[config.mk]
export PLATFORM = sky130hd
export DESIGN_NAME = dpram_host
export DESIGN_NICKNAME = d
export VERILOG_FILES = /design/src/design/dpram_host_pkg.sv /design/src/design/dpram_host.sv
export SDC_FILE = /design/constraint.sdc
export NUM_CORES = 1
export LEC_CHECK = 0
export BUFFER_PORTS_ARGS = -buffer_cell sky130_fd_sc_hd__buf_2
export CAP_MARGIN = 15
export CORE_AREA = 2 2 47 93
export DETAILED_ROUTE_END_ITERATION = 10
export DIE_AREA = 0 0 49 95
export GPL_ROUTABILITY_DRIVEN = 0
export PLACE_DENSITY = 0.81
export SKIP_LAST_GASP = 1
export SYNTH_ARGS = -nofsm -noshare
export SYNTH_HDL_FRONTEND = slang
export SYNTH_SLANG_ARGS = --single-unit
[constraint.sdc]
create_clock -name i_mclk -period 4.3 [get_ports i_mclk]
set_input_delay 0.86 -clock i_mclk [delete_from_list [all_inputs] [get_ports i_mclk]]
set_output_delay 0.86 -clock i_mclk [all_outputs]
set_load 0.03 [all_outputs]
[src/design/dpram_host_pkg.sv]
// Purpose: shared types and timing constants for the dual-port ram port controller
// Assumes: one 10 MHz clock; every device timing is shorter than one period
// Notes: nanosecond figures are kept as printed, cycle counts derive from them
package dpram_host_pkg;

  // clock rate, in MHz
  localparam int CLK_MHZ = 10;

  // array geometry
  localparam int ADDR_W = 12;
  localparam int DATA_W = 8;

  // device timing figures, in ns
  localparam int MIN_WRITE_PULSE_NS = 20;
  localparam int DRIVER_OFF_NS = 15;
  localparam int DATA_SETUP_NS = 15;
  localparam int BUSY_WRITE_HOLD_NS = 20;
  localparam int FLAG_UPDATE_PULSE_NS = 10;
  localparam int FLAG_WRITE_TO_READ_NS = 5;
  localparam int READ_ACCESS_NS = 25;
  localparam int WRITE_TO_DATA_DELAY_NS = 50;
  localparam int PORT_TO_PORT_DELAY_NS = 30;

  // least time in ns to whole cycles, rounded up, never below one
  function automatic int cyc_up(input int ns);
    int c;
    c = (ns * CLK_MHZ + 999) / 1000;
    return (c < 1) ? 1 : c;
  endfunction

  // larger of two figures
  function automatic int max2(input int a, input int b);
    return (a > b) ? a : b;
  endfunction

  // write strobe low time, covers driver turn-off plus setup
  localparam logic [3:0] WRITE_PULSE_CYC =
    4'(cyc_up(max2(MIN_WRITE_PULSE_NS, DRIVER_OFF_NS + DATA_SETUP_NS)));
  // strobe hold after busy returns high
  localparam logic [3:0] BUSY_HOLD_CYC = 4'(cyc_up(BUSY_WRITE_HOLD_NS));
  // read access time with select and output drive low
  localparam logic [3:0] READ_CYC = 4'(cyc_up(READ_ACCESS_NS));
  // read data settle after busy release
  localparam logic [3:0] RELEASE_TO_DATA_CYC = 4'(cyc_up(max2(
    WRITE_TO_DATA_DELAY_NS - MIN_WRITE_PULSE_NS, PORT_TO_PORT_DELAY_NS - DATA_SETUP_NS)));
  // recovery between accesses, covers the semaphore flag update pulse
  localparam logic [3:0] GAP_CYC =
    4'(cyc_up(max2(FLAG_UPDATE_PULSE_NS, FLAG_WRITE_TO_READ_NS)));

  // idle level of the port control pins
  localparam logic [3:0] CTL_IDLE = 4'hF;

  // access kinds
  typedef enum logic [1:0] {OP_MEM_READ, OP_MEM_WRITE, OP_SEM_READ, OP_SEM_WRITE} op_t;

  // request from the user side
  typedef struct packed {
    op_t op;
    logic [ADDR_W-1:0] addr;
    logic [DATA_W-1:0] wdata;
  } cmd_t;

  // port control pins, all active low
  typedef struct packed {
    logic ce_n;
    logic sem_n;
    logic rw_n;
    logic oe_n;
  } port_ctl_t;

endpackage

[src/design/dpram_host.sv]
// Purpose: drives one port of an asynchronous dual-port ram from a clocked user side
// Assumes: device inputs synchronous to i_mclk; device busy pin is an output (master)
// Notes: one access at a time; each access ends with a recovery gap
// Function
// - strobe high whenever address lines change
// - strobe pulse covers driver turn-off plus setup
// - memory or semaphore select, never both
// - select high flag-update time after semaphore write
// - strobe held low after busy returns high
// - address valid before memory select falls
`timescale 1ns/1ps
module dpram_host
  import dpram_host_pkg::*;
(
  // clock and reset
  input wire logic i_mclk,
  input wire logic i_rst,
  // user request
  input wire dpram_host_pkg::cmd_t i_cmd,
  input wire logic i_cmd_valid,
  output logic o_cmd_ready,
  // user answer
  output logic o_rsp_valid,
  output logic [dpram_host_pkg::DATA_W-1:0] o_rsp_data,
  output logic o_mailbox,
  // device port pins
  output dpram_host_pkg::port_ctl_t o_ctl,
  output logic [dpram_host_pkg::ADDR_W-1:0] o_addr,
  input wire logic [dpram_host_pkg::DATA_W-1:0] i_data,
  output logic [dpram_host_pkg::DATA_W-1:0] o_data,
  output logic o_data_oe_n,
  input wire logic i_busy_n,
  input wire logic i_int_n
);
  import dpram_host_pkg::*;

  // access sequencer states
  typedef enum logic [2:0] {ST_IDLE, ST_SETUP, ST_ACCESS, ST_END, ST_GAP} state_t;

  state_t state_r, state_nxt; // sequencer state
  logic [3:0] cnt_r, cnt_nxt; // cycles left in the current phase
  op_t op_r, op_nxt; // access kind in flight
  port_ctl_t ctl_r, ctl_nxt; // control pins
  logic [ADDR_W-1:0] addr_r, addr_nxt; // address pins
  logic [DATA_W-1:0] wdata_r, wdata_nxt; // write data pins
  logic doe_n_r, doe_n_nxt; // data pin enable, low drives
  logic [DATA_W-1:0] rdata_r, rdata_nxt; // captured read data
  logic rsp_r, rsp_nxt; // answer pulse
  logic mbox_r, mbox_nxt; // mailbox flag seen at this port
  logic is_write; // access in flight writes
  logic is_sem; // access in flight targets the semaphores

  assign is_write = (op_r == OP_MEM_WRITE) || (op_r == OP_SEM_WRITE);
  assign is_sem = (op_r == OP_SEM_READ) || (op_r == OP_SEM_WRITE);

  // next values of the sequencer and the pins
  always_comb
  begin
    state_nxt = state_r;
    cnt_nxt = cnt_r;
    op_nxt = op_r;
    ctl_nxt = ctl_r;
    addr_nxt = addr_r;
    wdata_nxt = wdata_r;
    doe_n_nxt = doe_n_r;
    rdata_nxt = rdata_r;
    rsp_nxt = 1'b0;
    mbox_nxt = ~i_int_n; // mailbox flag is active low at the pin
    unique case (state_r)
      ST_IDLE:
      begin
        // take a request; address moves only while strobe is high
        if (i_cmd_valid)
        begin
          op_nxt = i_cmd.op;
          addr_nxt = i_cmd.addr;
          wdata_nxt = i_cmd.wdata; // bit zero alone counts for semaphores
          state_nxt = ST_SETUP;
        end
      end
      ST_SETUP:
      begin
        // address has stood a full cycle, now assert the select
        ctl_nxt.ce_n = is_sem;
        ctl_nxt.sem_n = ~is_sem;
        ctl_nxt.rw_n = ~is_write;
        ctl_nxt.oe_n = is_write; // output drive high while writing
        doe_n_nxt = ~is_write;
        cnt_nxt = is_write ? WRITE_PULSE_CYC : READ_CYC;
        state_nxt = ST_ACCESS;
      end
      ST_ACCESS:
      begin
        // hold the access; busy low restarts the hold time
        if (!i_busy_n)
          cnt_nxt = is_write ? BUSY_HOLD_CYC : RELEASE_TO_DATA_CYC;
        else if (cnt_r == 4'h1)
        begin
          // end the access by raising select and strobe together
          ctl_nxt = CTL_IDLE;
          doe_n_nxt = 1'b1;
          rdata_nxt = i_data;
          rsp_nxt = 1'b1;
          state_nxt = ST_END;
        end
        else
          cnt_nxt = cnt_r - 4'h1;
      end
      ST_END:
      begin
        // address still held here, recovery follows
        cnt_nxt = GAP_CYC;
        state_nxt = ST_GAP;
      end
      ST_GAP:
      begin
        // keep select and output drive high before the next access
        if (cnt_r == 4'h1)
          state_nxt = ST_IDLE;
        else
          cnt_nxt = cnt_r - 4'h1;
      end
    endcase
  end

  // register the sequencer and all pins
  always_ff @(posedge i_mclk or posedge i_rst)
  begin
    if (i_rst)
    begin
      state_r <= ST_IDLE;
      cnt_r <= 4'h0;
      op_r <= OP_MEM_READ;
      ctl_r <= CTL_IDLE;
      addr_r <= '0;
      wdata_r <= '0;
      doe_n_r <= 1'b1;
      rdata_r <= '0;
      rsp_r <= 1'b0;
      mbox_r <= 1'b0;
    end
    else
    begin
      state_r <= state_nxt;
      cnt_r <= cnt_nxt;
      op_r <= op_nxt;
      ctl_r <= ctl_nxt;
      addr_r <= addr_nxt;
      wdata_r <= wdata_nxt;
      doe_n_r <= doe_n_nxt;
      rdata_r <= rdata_nxt;
      rsp_r <= rsp_nxt;
      mbox_r <= mbox_nxt;
    end
  end

  // outputs
  assign o_cmd_ready = (state_r == ST_IDLE);
  assign o_rsp_valid = rsp_r;
  assign o_rsp_data = rdata_r;
  assign o_mailbox = mbox_r;
  assign o_ctl = ctl_r;
  assign o_addr = addr_r;
  assign o_data = wdata_r;
  assign o_data_oe_n = doe_n_r;
endmodule

==> impl_metrics.json, run 1 <==
{
  "run_status": "finished clean",
  "resized_gates_after_cts": 0,
  "crit_required_ns": 3.44,
  "synth.top_cells.by_area": "dfrtp_1 51%, mux2_2 15%, dfstp_2 5.5%, mux2_4 3.9%, a21oi_1 2.1%",
  "numCtsBuffers": 5,
  "timing.final.setup_violations": 0,
  "grt_first_pass_wirelength_microns": 6230,
  "worst_skew_pair.late_latency_ns": 0.31,
  "irDropWorstVdd_uv": 560,
  "powerDensity_nw_per_um2": 852,
  "htree_num_levels": 2,
  "grt_pass1_vias": 1362,
  "final_max_slew_viol_count": 0,
  "port_buffers": 70,
  "postRouteWirelength_microns": 3800,
  "grt_start_max_net_pins": 27,
  "max_cap_viol_count": 0,
  "startpoint_type": "flop",
  "placementRows": 33,
  "worst_ep_arrival_time_ns": 1.43,
  "cellLeakagePower_nw": 1.18,
  "clockBufferDepth": 2,
  "die_h_microns": 95,
  "grt_setup_unrepaired": "no",
  "tritoncts": "yes",
  "ys_async_sr_fraction_pct": 100,
  "synthFlopType": "dfrtp_1",
  "fin_skew_ns": 0.00959,
  "min_path_type": "flop to flop",
  "synthCells": 150,
  "ctsRootBufferMaster": "clkbuf_8",
  "grt_antenna_before_repair": 0,
  "number_of_nets_in_the_synthesized_netlist": 187,
  "crit_fanout": 15,
  "antenna_violating_nets_post_route": 0,
  "syn-mean-instance-area_sq_um": 12.8,
  "starting_drc_count_in_detailed_routing": 8,
  "groute.usage.overall_pct": 17.9,
  "tritoncts_num_sinks": 43,
  "synth.yosys.seq_area_share_pct": 56.3,
  "ioPinCount": 71,
  "detail_route.drc_violations": 0,
  "drt_first_pass_iters": 3,
  "final_cell_count_no_fill": 272,
  "placed_cells_incl_taps": 264,
  "via_per_inst": 5.14,
  "synth_enable_flop_cells": 0,
  "tightestPinTransition_ns": 0.963,
  "final_nets": 256,
  "core_area_sq_um": 4010,
  "synth_top_cells_by_count": "39 x dfrtp_1, 25 x mux2_2, 9 x inv_1, 9 x nor2_1, 8 x a21oi_1",
  "post-synth-top-area-fraction_pct": 50.8,
  "areaGrowthSynthToFinish_pct": 25.0,
  "synth_seq_cells": 43,
  "dieWidth_microns": 49,
  "fin_tns_setup_ns": 0,
  "cts.clk_slew.worst_paths_ns": 0.09,
  "finalCritPeriodShare_pct": 53.2,
  "max_slew_margin_pct": 35.8,
  "layout-drive-gt1-share_pct": 53.6,
  "max_freq_mhz": 437,
  "num_antenna_cells": 0,
  "final_hold_viol_count": 0,
  "synth_warnings": 0,
  "route.vias.total": 1399,
  "synthDominantAreaCellType": "dfrtp_1",
  "grt.overflow.total": 0,
  "end_kind": "output pin",
  "setup_fix_buffers_added_after_clock_tree_synthesis": 0,
  "yosysUniqueCellTypes": 37,
  "fillers": 348,
  "most_repeated_cell_in_the_gate_level_netlist_after_synthesis": "dfrtp_1",
  "post-route-min-period_ns": 2.29,
  "dieArea_sq_um": 4660,
  "route.detailed.wl_per_inst_microns": 14.0,
  "critPathKind": "flop to output pin",
  "cts_hold_buffers": 0,
  "detailed_place_hpwl_microns": 2740,
  "start_util_pct": 47.9,
  "synth_area_sq_um": 1920,
  "rrSetupSlack_ns": 2.06
}
[final timing paths]
check | start | to | cells after the start
setup / recovery | state_r[0] | o_cmd_ready | 2
hold / removal | op_r[1] | o_ctl[2] | 1
setup reg to reg | state_r[0] | o_data[0] | 3
hold reg to reg | op_r[1] | o_ctl[2] | 1
max in group asynchronous | i_rst | state_r[0] | 3
min in group asynchronous | i_rst | o_addr[6] | 2
[power by group]
group | switching [mW] | internal [mW]
clock network | 0.142 | 0.173
logic | 0.593 | 0.390
registers | 0.148 | 0.599
[worst max-delay path: stages (launching register included)]
cell and delay [ns]:
dfrtp_1 0.56, nor3_2 0.32, buf_2 0.25
[state kept, by name, indices dropped and copies added, names as in the netlist, 2 cells and up]
name        count
cnt_r           4
o_addr         12
state_r         3
o_ctl           4
o_rsp_data      8
o_data          8
op_r            2
[metal layers]
layer	up-vias	wire [microns]	track usage, %
met2	66	1870	29.3
met3	6	292	5.22
met1	665	1550	20.8
met5	-	0	0
li1	662	-	-
met4	0	93	10.0
[cells in the final DEF (no fill, tap or decap), types with 4 or more instances in the layout]
master,count
nor2_1,9
dfstp_2,4
mux2_2,25
clkbuf_8,5
inv_1,9
a21oi_1,8
dfrtp_1,39
mux2_4,5
nor2b_1,5
buf_2,70
a22oi_1,4
o21ai_0,6
[metrics by stage]
stage	instance area, sq um	power [mW]	setup WS, ns	util (%)	hold WS, ns
6_report	2400	2.04	2.01	59.9	0.470
5_1_grt	2400	2.17	1.92	59.9	0.499
4_1_cts	2400	2.07	2.02	59.9	0.476
3_5_place_dp	2290	1.74	2.04	57.1	0.468
3_3_place_gp	2290	1.71	2.07	57.1	0.443
2_1_floorplan	1920	1.50	2.40	-	0.426
[cell families after synthesis]
kind of cell             after synthesis  synth area share [%]
XOR/XNOR                               1                 0.456
flip-flops                            43                  56.3
multiplexers                          31                  19.1
AND/OR/NAND/NOR                       31                  10.2
adder cells (fa/ha/maj)                2                  1.30
AO/OA/AOI/OAI                         24                  7.95
buffers and inverters                 18                  4.63
[cell type report]
cell class                      count  area [sq um]  share of cell area, %
Clock inverter                      3          43.8                   1.82
Sequential cell                    43          1080                   45.0
Inverter                            9          33.8                   1.41
Clock buffer                        5          68.8                   2.87
Timing Repair Buffer               71           358                   14.9
Tap cell                           52          65.1                   2.71
Multi-Input combinational cell     89           749                   31.2
Power figures use the tool's default switching activity.
==> run 2: changes to the inputs <==
--- a/config.mk
+++ b/config.mk
@@ -7,11 +7,11 @@
 export LEC_CHECK = 0
 export BUFFER_PORTS_ARGS = -buffer_cell sky130_fd_sc_hd__buf_2
 export CAP_MARGIN = 15
-export CORE_AREA = 2 2 47 93
+export CORE_AREA = 2 2 50 99
 export DETAILED_ROUTE_END_ITERATION = 10
-export DIE_AREA = 0 0 49 95
+export DIE_AREA = 0 0 52 101
 export GPL_ROUTABILITY_DRIVEN = 0
-export PLACE_DENSITY = 0.81
+export PLACE_DENSITY = 0.75
 export SKIP_LAST_GASP = 1
 export SYNTH_ARGS = -nofsm -noshare
 export SYNTH_HDL_FRONTEND = slang
==> constraint.sdc (replaced) <==
create_clock -name i_mclk -period 2.1 [get_ports i_mclk]
set_input_delay 0.42 -clock i_mclk [delete_from_list [all_inputs] [get_ports i_mclk]]
set_output_delay 0.42 -clock i_mclk [all_outputs]
set_load 0.03 [all_outputs]
==> run 2 against run 1 <==
  * Worst setup slack got worse by 1.8 ns
  * Sequential cell count did not move
  * Die area increased by 13%
  * Worst hold slack worse by 0.23 ns
==> impl_metrics.json, run 2 (synthesized netlist as in run 1, its figures left out) <==
{
  "run_status": "finished clean",
  "max_slew_margin_pct": 64.2,
  "sw_frac_of_total_pct": 43.7,
  "worst_skew_pair.late_latency_ns": 0.29,
  "max_freq_mhz": 517,
  "groute.usage.overall_pct": 15.5,
  "worst-r2r-cell-count": 6,
  "route.vias.total": 1408,
  "post-route-min-period_ns": 1.93,
  "grt_start_max_net_pins": 44,
  "start_util_pct": 42.6,
  "drt_first_pass_iters": 4,
  "final_cell_mix": "70 x buf_2, 39 x dfrtp_1, 25 x mux2_2, 9 x inv_1, 9 x nor2_1",
  "critPathKind": "flop to flop",
  "tritoncts_num_sinks": 43,
  "placed_cells_incl_taps": 270,
  "p_int_mw": 2.31,
  "cellLeakagePower_nw": 1.19,
  "worst_ep_arrival_time_ns": 2.11,
  "finalCritPeriodShare_pct": 92.1,
  "crit_required_ns": 2.28,
  "postRouteWirelength_microns": 3690,
  "final-seq-area_sq_um": 1080,
  "clock_power_share_pct": 12.3,
  "largest_register_ffs": 12,
  "timing.final.setup_violations": 0,
  "detailed_place_hpwl_microns": 2660,
  "pwr-share-seq_pct": 35.5,
  "finalInstanceArea_sq_um": 2410,
  "final_max_slew_viol_count": 0,
  "cp-endpoint": "o_rsp_data[7]",
  "core_area_sq_um": 4510,
  "worst_setup_path_startpoint": "cnt_r[1]",
  "fillers": 402,
  "grt_pass1_vias": 1520,
  "num_antenna_cells": 0,
  "end_kind": "flop",
  "post_layout_power_mw": 4.10,
  "via_per_inst": 5.06,
  "rr_endpoint": "o_rsp_data[7]",
  "setup_fix_buffers_added_after_clock_tree_synthesis": 0,
  "grt_first_pass_wirelength_microns": 6190,
  "route.detailed.wl_per_inst_microns": 13.3,
  "irDropWorstVdd_uv": 1110,
  "area_occupied_by_multi_input_gates_sq_um": 754,
  "fin_skew_ns": 0.00600,
  "dieArea_sq_um": 5250,
  "areaGrowthSynthToFinish_pct": 25.8,
  "starting_drc_count_in_detailed_routing": 27,
  "grt.overflow.total": 0,
  "grt_antenna_before_repair": 0,
  "htree_num_levels": 2,
  "clockBufferDepth": 2,
  "final_common_cell": "buf_2",
  "numCtsBuffers": 5,
  "regToRegStartpoint": "cnt_r[1]",
  "grt_setup_unrepaired": "no",
  "fin_tns_setup_ns": 0,
  "part_of_the_total_power_dissipated_in_combinational_logic_pct": 52.2,
  "total_switching_power_mw": 1.79,
  "ioPinCount": 71,
  "layout-drive-gt1-share_pct": 53.4,
  "tightestPinTransition_ns": 0.538,
  "max_cap_viol_count": 0,
  "placementRows": 35,
  "tritoncts": "yes",
  "ctsRootBufferMaster": "clkbuf_8",
  "dieWidth_microns": 52,
  "cts.clk_slew.worst_paths_ns": 0.08,
  "startpoint_type": "flop",
  "dpl-instance-area_sq_um": 2330,
  "rrSetupSlack_ns": 0.17,
  "final_nets": 259,
  "min_path_type": "input port to asynchronous set/reset pin",
  "final_hold_viol_count": 0,
  "antenna_violating_nets_post_route": 0,
  "cts_hold_buffers": 0,
  "detail_route.drc_violations": 0,
  "powerDensity_nw_per_um2": 1700,
  "port_buffers": 70,
  "die_h_microns": 101,
  "crit_fanout": 13,
  "final_cell_count_no_fill": 278
}
run 2: changes by cell type in the layout (fill, tap and decap cells not counted), sizes merged:
| cell | delta |
|---|---|
| clkinvlp | +1 |
| clkbuf | +2 |
| bufinv | -1 |
| clkinv | -2 |
| buf | +3 |
run 2: final cells by class:
class | instances | share of cell area, %
Clock buffer | 7 | 3.16
Timing Repair Buffer | 74 | 16.3
Inverter | 9 | 1.40
Sequential cell | 43 | 44.8
Multi-Input combinational cell | 89 | 31.2
Tap cell | 55 | 2.85
Clock inverter | 1 | 0.311
run 2: critical path, cell delays in order (launching register included):
cell and delay, ns:
dfrtp_1 0.41, inv_1 0.11, ha_1 0.20, or3b_4 0.43, nor3_4 0.18, nand2_4 0.16, mux2_4 0.33
run 2: timing repair:
item	in CTS	in global routing
endpoints found under the setup margin	0	8
gates resized for setup	0	1
hold endpoints to repair	0	0
run 2: metal layers:
layer	global-route usage, %	up-vias	routed length (microns)
li1	-	662	-
met1	17.7	666	1560
met2	25.4	70	1690
met3	5.64	10	358
met4	6.68	0	80
met5	0	-	0
run 2: worst min-delay path by stage:
stage	start	to	cells after the start
after floorplan	op_r[0]	o_ctl[1]	1
after global placement	op_r[1]	o_ctl[2]	1
after detailed placement	op_r[1]	o_ctl[2]	1
after CTS	i_int_n	o_mailbox	2
after global routing	i_int_n	o_mailbox	2
final	i_rst	o_addr[9]	3
run 2: power by group through the flow:
| stage | sequential [mW] | combinational [mW] | clock (mW) |
|---|---|---|---|
| floorplan | 2.07 | 0.995 | 0 |
| global placement | 1.45 | 2.11 | 0 |
| global route | 1.51 | 2.31 | 0.555 |
| detailed placement | 1.47 | 2.15 | 0 |
| finish | 1.46 | 2.14 | 0.504 |
| CTS | 1.46 | 2.15 | 0.524 |
run 2: through the flow:
| step | setup slack, ns | util [%] | hold slack (ns) |
|---|---|---|---|
| after global routing | 0.0308 | 53.5 | 0.249 |
| after floorplan | 0.196 | - | 0.426 |
| final | 0.166 | 53.5 | 0.245 |
| after detailed placement | 0.104 | 51.6 | 0.454 |
| after CTS | 0.0821 | 53.4 | 0.244 |
| after global placement | 0.192 | 51.6 | 0.444 |
==> run 3: changes to the inputs <==
--- a/config.mk
+++ b/config.mk
@@ -6,13 +6,16 @@
 export NUM_CORES = 1
 export LEC_CHECK = 0
 export BUFFER_PORTS_ARGS = -buffer_cell sky130_fd_sc_hd__buf_2
-export CAP_MARGIN = 15
-export CORE_AREA = 2 2 50 99
+export CAP_MARGIN = 25
+export CELL_PAD_IN_SITES_DETAIL_PLACEMENT = 1
+export CELL_PAD_IN_SITES_GLOBAL_PLACEMENT = 1
+export CORE_AREA = 2 2 57 112
 export DETAILED_ROUTE_END_ITERATION = 10
-export DIE_AREA = 0 0 52 101
+export DIE_AREA = 0 0 59 114
 export GPL_ROUTABILITY_DRIVEN = 0
-export PLACE_DENSITY = 0.75
+export PLACE_DENSITY = 0.74
 export SKIP_LAST_GASP = 1
+export SLEW_MARGIN = 40
 export SYNTH_ARGS = -nofsm -noshare
 export SYNTH_HDL_FRONTEND = slang
 export SYNTH_SLANG_ARGS = --single-unit
==> run 3 against run 2 <==
  * Sequential share of layout area down 2.2 points
  * Total power up 13%
  * Clock power up 97%
  * Critical endpoint is now o_rsp_data[0]
  * Final cell count up 3.2%
  * Count of clock-buffer cells in the layout down 1
==> impl_metrics.json, run 3 (synthesized netlist as in run 1, its figures left out) <==
{
  "powerDensity_nw_per_um2": 1830,
  "numCtsBuffers": 5,
  "irDropWorstVdd_uv": 927,
  "placed_cells_incl_taps": 279,
  "min_path_type": "input port to flop",
  "timing.final.setup_violations": 0,
  "grt_first_pass_wirelength_microns": 7190,
  "cellLeakagePower_nw": 1.25,
  "final-seq-area_sq_um": 1080,
  "tritoncts": "yes",
  "worst_hold_path.num_cells": 2,
  "antenna_violating_nets_post_route": 0,
  "die_h_microns": 114,
  "start_util_pct": 32.5,
  "grt_setup_unrepaired": "no",
  "largest_register_ffs": 12,
  "drt_first_pass_iters": 4,
  "critPathKind": "flop to flop",
  "tritoncts_num_sinks": 43,
  "dieArea_sq_um": 6730,
  "htree_num_levels": 2,
  "worst_ep_arrival_time_ns": 2.14,
  "starting_drc_count_in_detailed_routing": 38,
  "post_layout_power_mw": 4.64,
  "worst-path-buf-inv": 1,
  "crit_fanout": 13,
  "max_cap_viol_count": 0,
  "area_occupied_by_multi_input_gates_sq_um": 754,
  "max_freq_mhz": 507,
  "resized_gates_after_cts": 0,
  "grt.overflow.total": 0,
  "post-route-min-period_ns": 1.97,
  "final_cell_mix": "70 x buf_2, 39 x dfrtp_1, 25 x mux2_2, 9 x inv_1, 9 x nor2_1",
  "cp.depth": 6,
  "final_common_cell": "buf_2",
  "ioPinCount": 71,
  "areaGrowthSynthToFinish_pct": 32.2,
  "route.vias.total": 1426,
  "finalCritPeriodShare_pct": 93.8,
  "dieWidth_microns": 59,
  "num_antenna_cells": 0,
  "tightestPinTransition_ns": 0.555,
  "cts_hold_buffers": 0,
  "detailed_place_hpwl_microns": 3060,
  "worst_skew_pair.late_latency_ns": 0.28,
  "ctsRootBufferMaster": "clkbuf_16",
  "route.detailed.wl_per_inst_microns": 15.3,
  "crit_required_ns": 2.27,
  "final_hold_viol_count": 0,
  "end_kind": "flop",
  "port_buffers": 70,
  "fillers": 688,
  "critical_path.slowest_cell": "or3b_4",
  "groute.usage.overall_pct": 14.0,
  "critPathTopFamily": "simple AND/OR/NAND/NOR gates",
  "final_nets": 260,
  "fin_skew_ns": 0.00369,
  "clockBufferDepth": 2,
  "placementRows": 40,
  "cp_cell_sequence": "inv_1, ha_1, or3b_4, nor3_4, nand2_4, mux2_4",
  "postRouteWirelength_microns": 4400,
  "layout-drive-gt1-share_pct": 54.0,
  "max_slew_margin_pct": 63.0,
  "grt_antenna_before_repair": 0,
  "run_status": "finished clean",
  "startpoint_type": "flop",
  "via_per_inst": 4.97,
  "core_area_sq_um": 5910,
  "worst-r2r-cell-count": 6,
  "grt_pass1_vias": 1593,
  "whs_ns": 0.273,
  "final_max_slew_viol_count": 0,
  "setup_fix_buffers_added_after_clock_tree_synthesis": 0,
  "critPathMaxStageDelay_ns": 0.43,
  "grt_start_max_net_pins": 44,
  "fin_tns_setup_ns": 0,
  "cts.clk_slew.worst_paths_ns": 0.06,
  "final_cell_count_no_fill": 287,
  "detail_route.drc_violations": 0
}
-- run 3: cell count changes in the layout (fill, tap and decap cells not counted) --
cell / previous run / this run
clkbuf_16: 0 / 5
clkbuf_8: 5 / 0
bufinv_16: 0 / 2
buf_4: 3 / 4
clkbuf_1: 2 / 1
clkinvlp_4: 1 / 0
-- run 3: per-stage QoR --
| step | cell area (sq um) | utilization [%] | setup WS, ns |
|---|---|---|---|
| 6_report | 2540 | 43.0 | 0.129 |
| 5_1_grt | 2540 | 43.0 | 0.0189 |
| 3_5_place_dp | 2340 | 39.7 | 0.0593 |
| 2_1_floorplan | 1920 | - | 0.196 |
| 3_3_place_gp | 2340 | 39.7 | 0.172 |
| 4_1_cts | 2530 | 42.9 | 0.0522 |
-- run 3: path summary, 6_finish.rpt --
path / slack (ns) / end / start
min in group asynchronous: 0.29 / o_mailbox / i_rst
setup / recovery: 0.13 / o_rsp_data[0] / cnt_r[1]
hold / removal: 0.27 / o_mailbox / i_int_n
setup reg to reg: 0.13 / o_rsp_data[0] / cnt_r[1]
hold reg to reg: 0.47 / o_ctl[2] / op_r[1]
max in group asynchronous: 1.43 / o_ctl[3] / i_rst
-- run 3: cell type report --
class                   count  share of cell area (%)
well taps                  63                    3.11
clock buffers               6                    5.08
repair buffers             75                    15.8
clock inverters             2                    2.37
inverters                   9                    1.33
flip-flops and latches     43                    42.6
multi-input cells          89                    29.7
-- run 3: metal layers --
metal | track usage, % | share of wire (%) | wire length (microns) | vias to the layer above
met1 | 16.3 | 41 | 1820 | 685
met5 | 0 | 0 | 0 | -
met2 | 23.0 | 48 | 2130 | 70
met3 | 5.22 | 8.7 | 384 | 6
met4 | 5.00 | 1.6 | 70 | 0
li1 | - | - | - | 665
-- run 3: where the power goes --
part | total, mW | switching (mW) | internal [mW]
combinational | 2.21 | 1.35 | 0.859
clock | 0.992 | 0.310 | 0.682
sequential | 1.44 | 0.208 | 1.23
total | 4.64 | 1.87 | 2.77
-- run 3: worst reg2reg max path: stages (launching register included) --
cell and delay, ns:
dfrtp_1 0.40, inv_1 0.12, ha_1 0.20, or3b_4 0.43, nor3_4 0.19, nand2_4 0.17, mux2_4 0.34
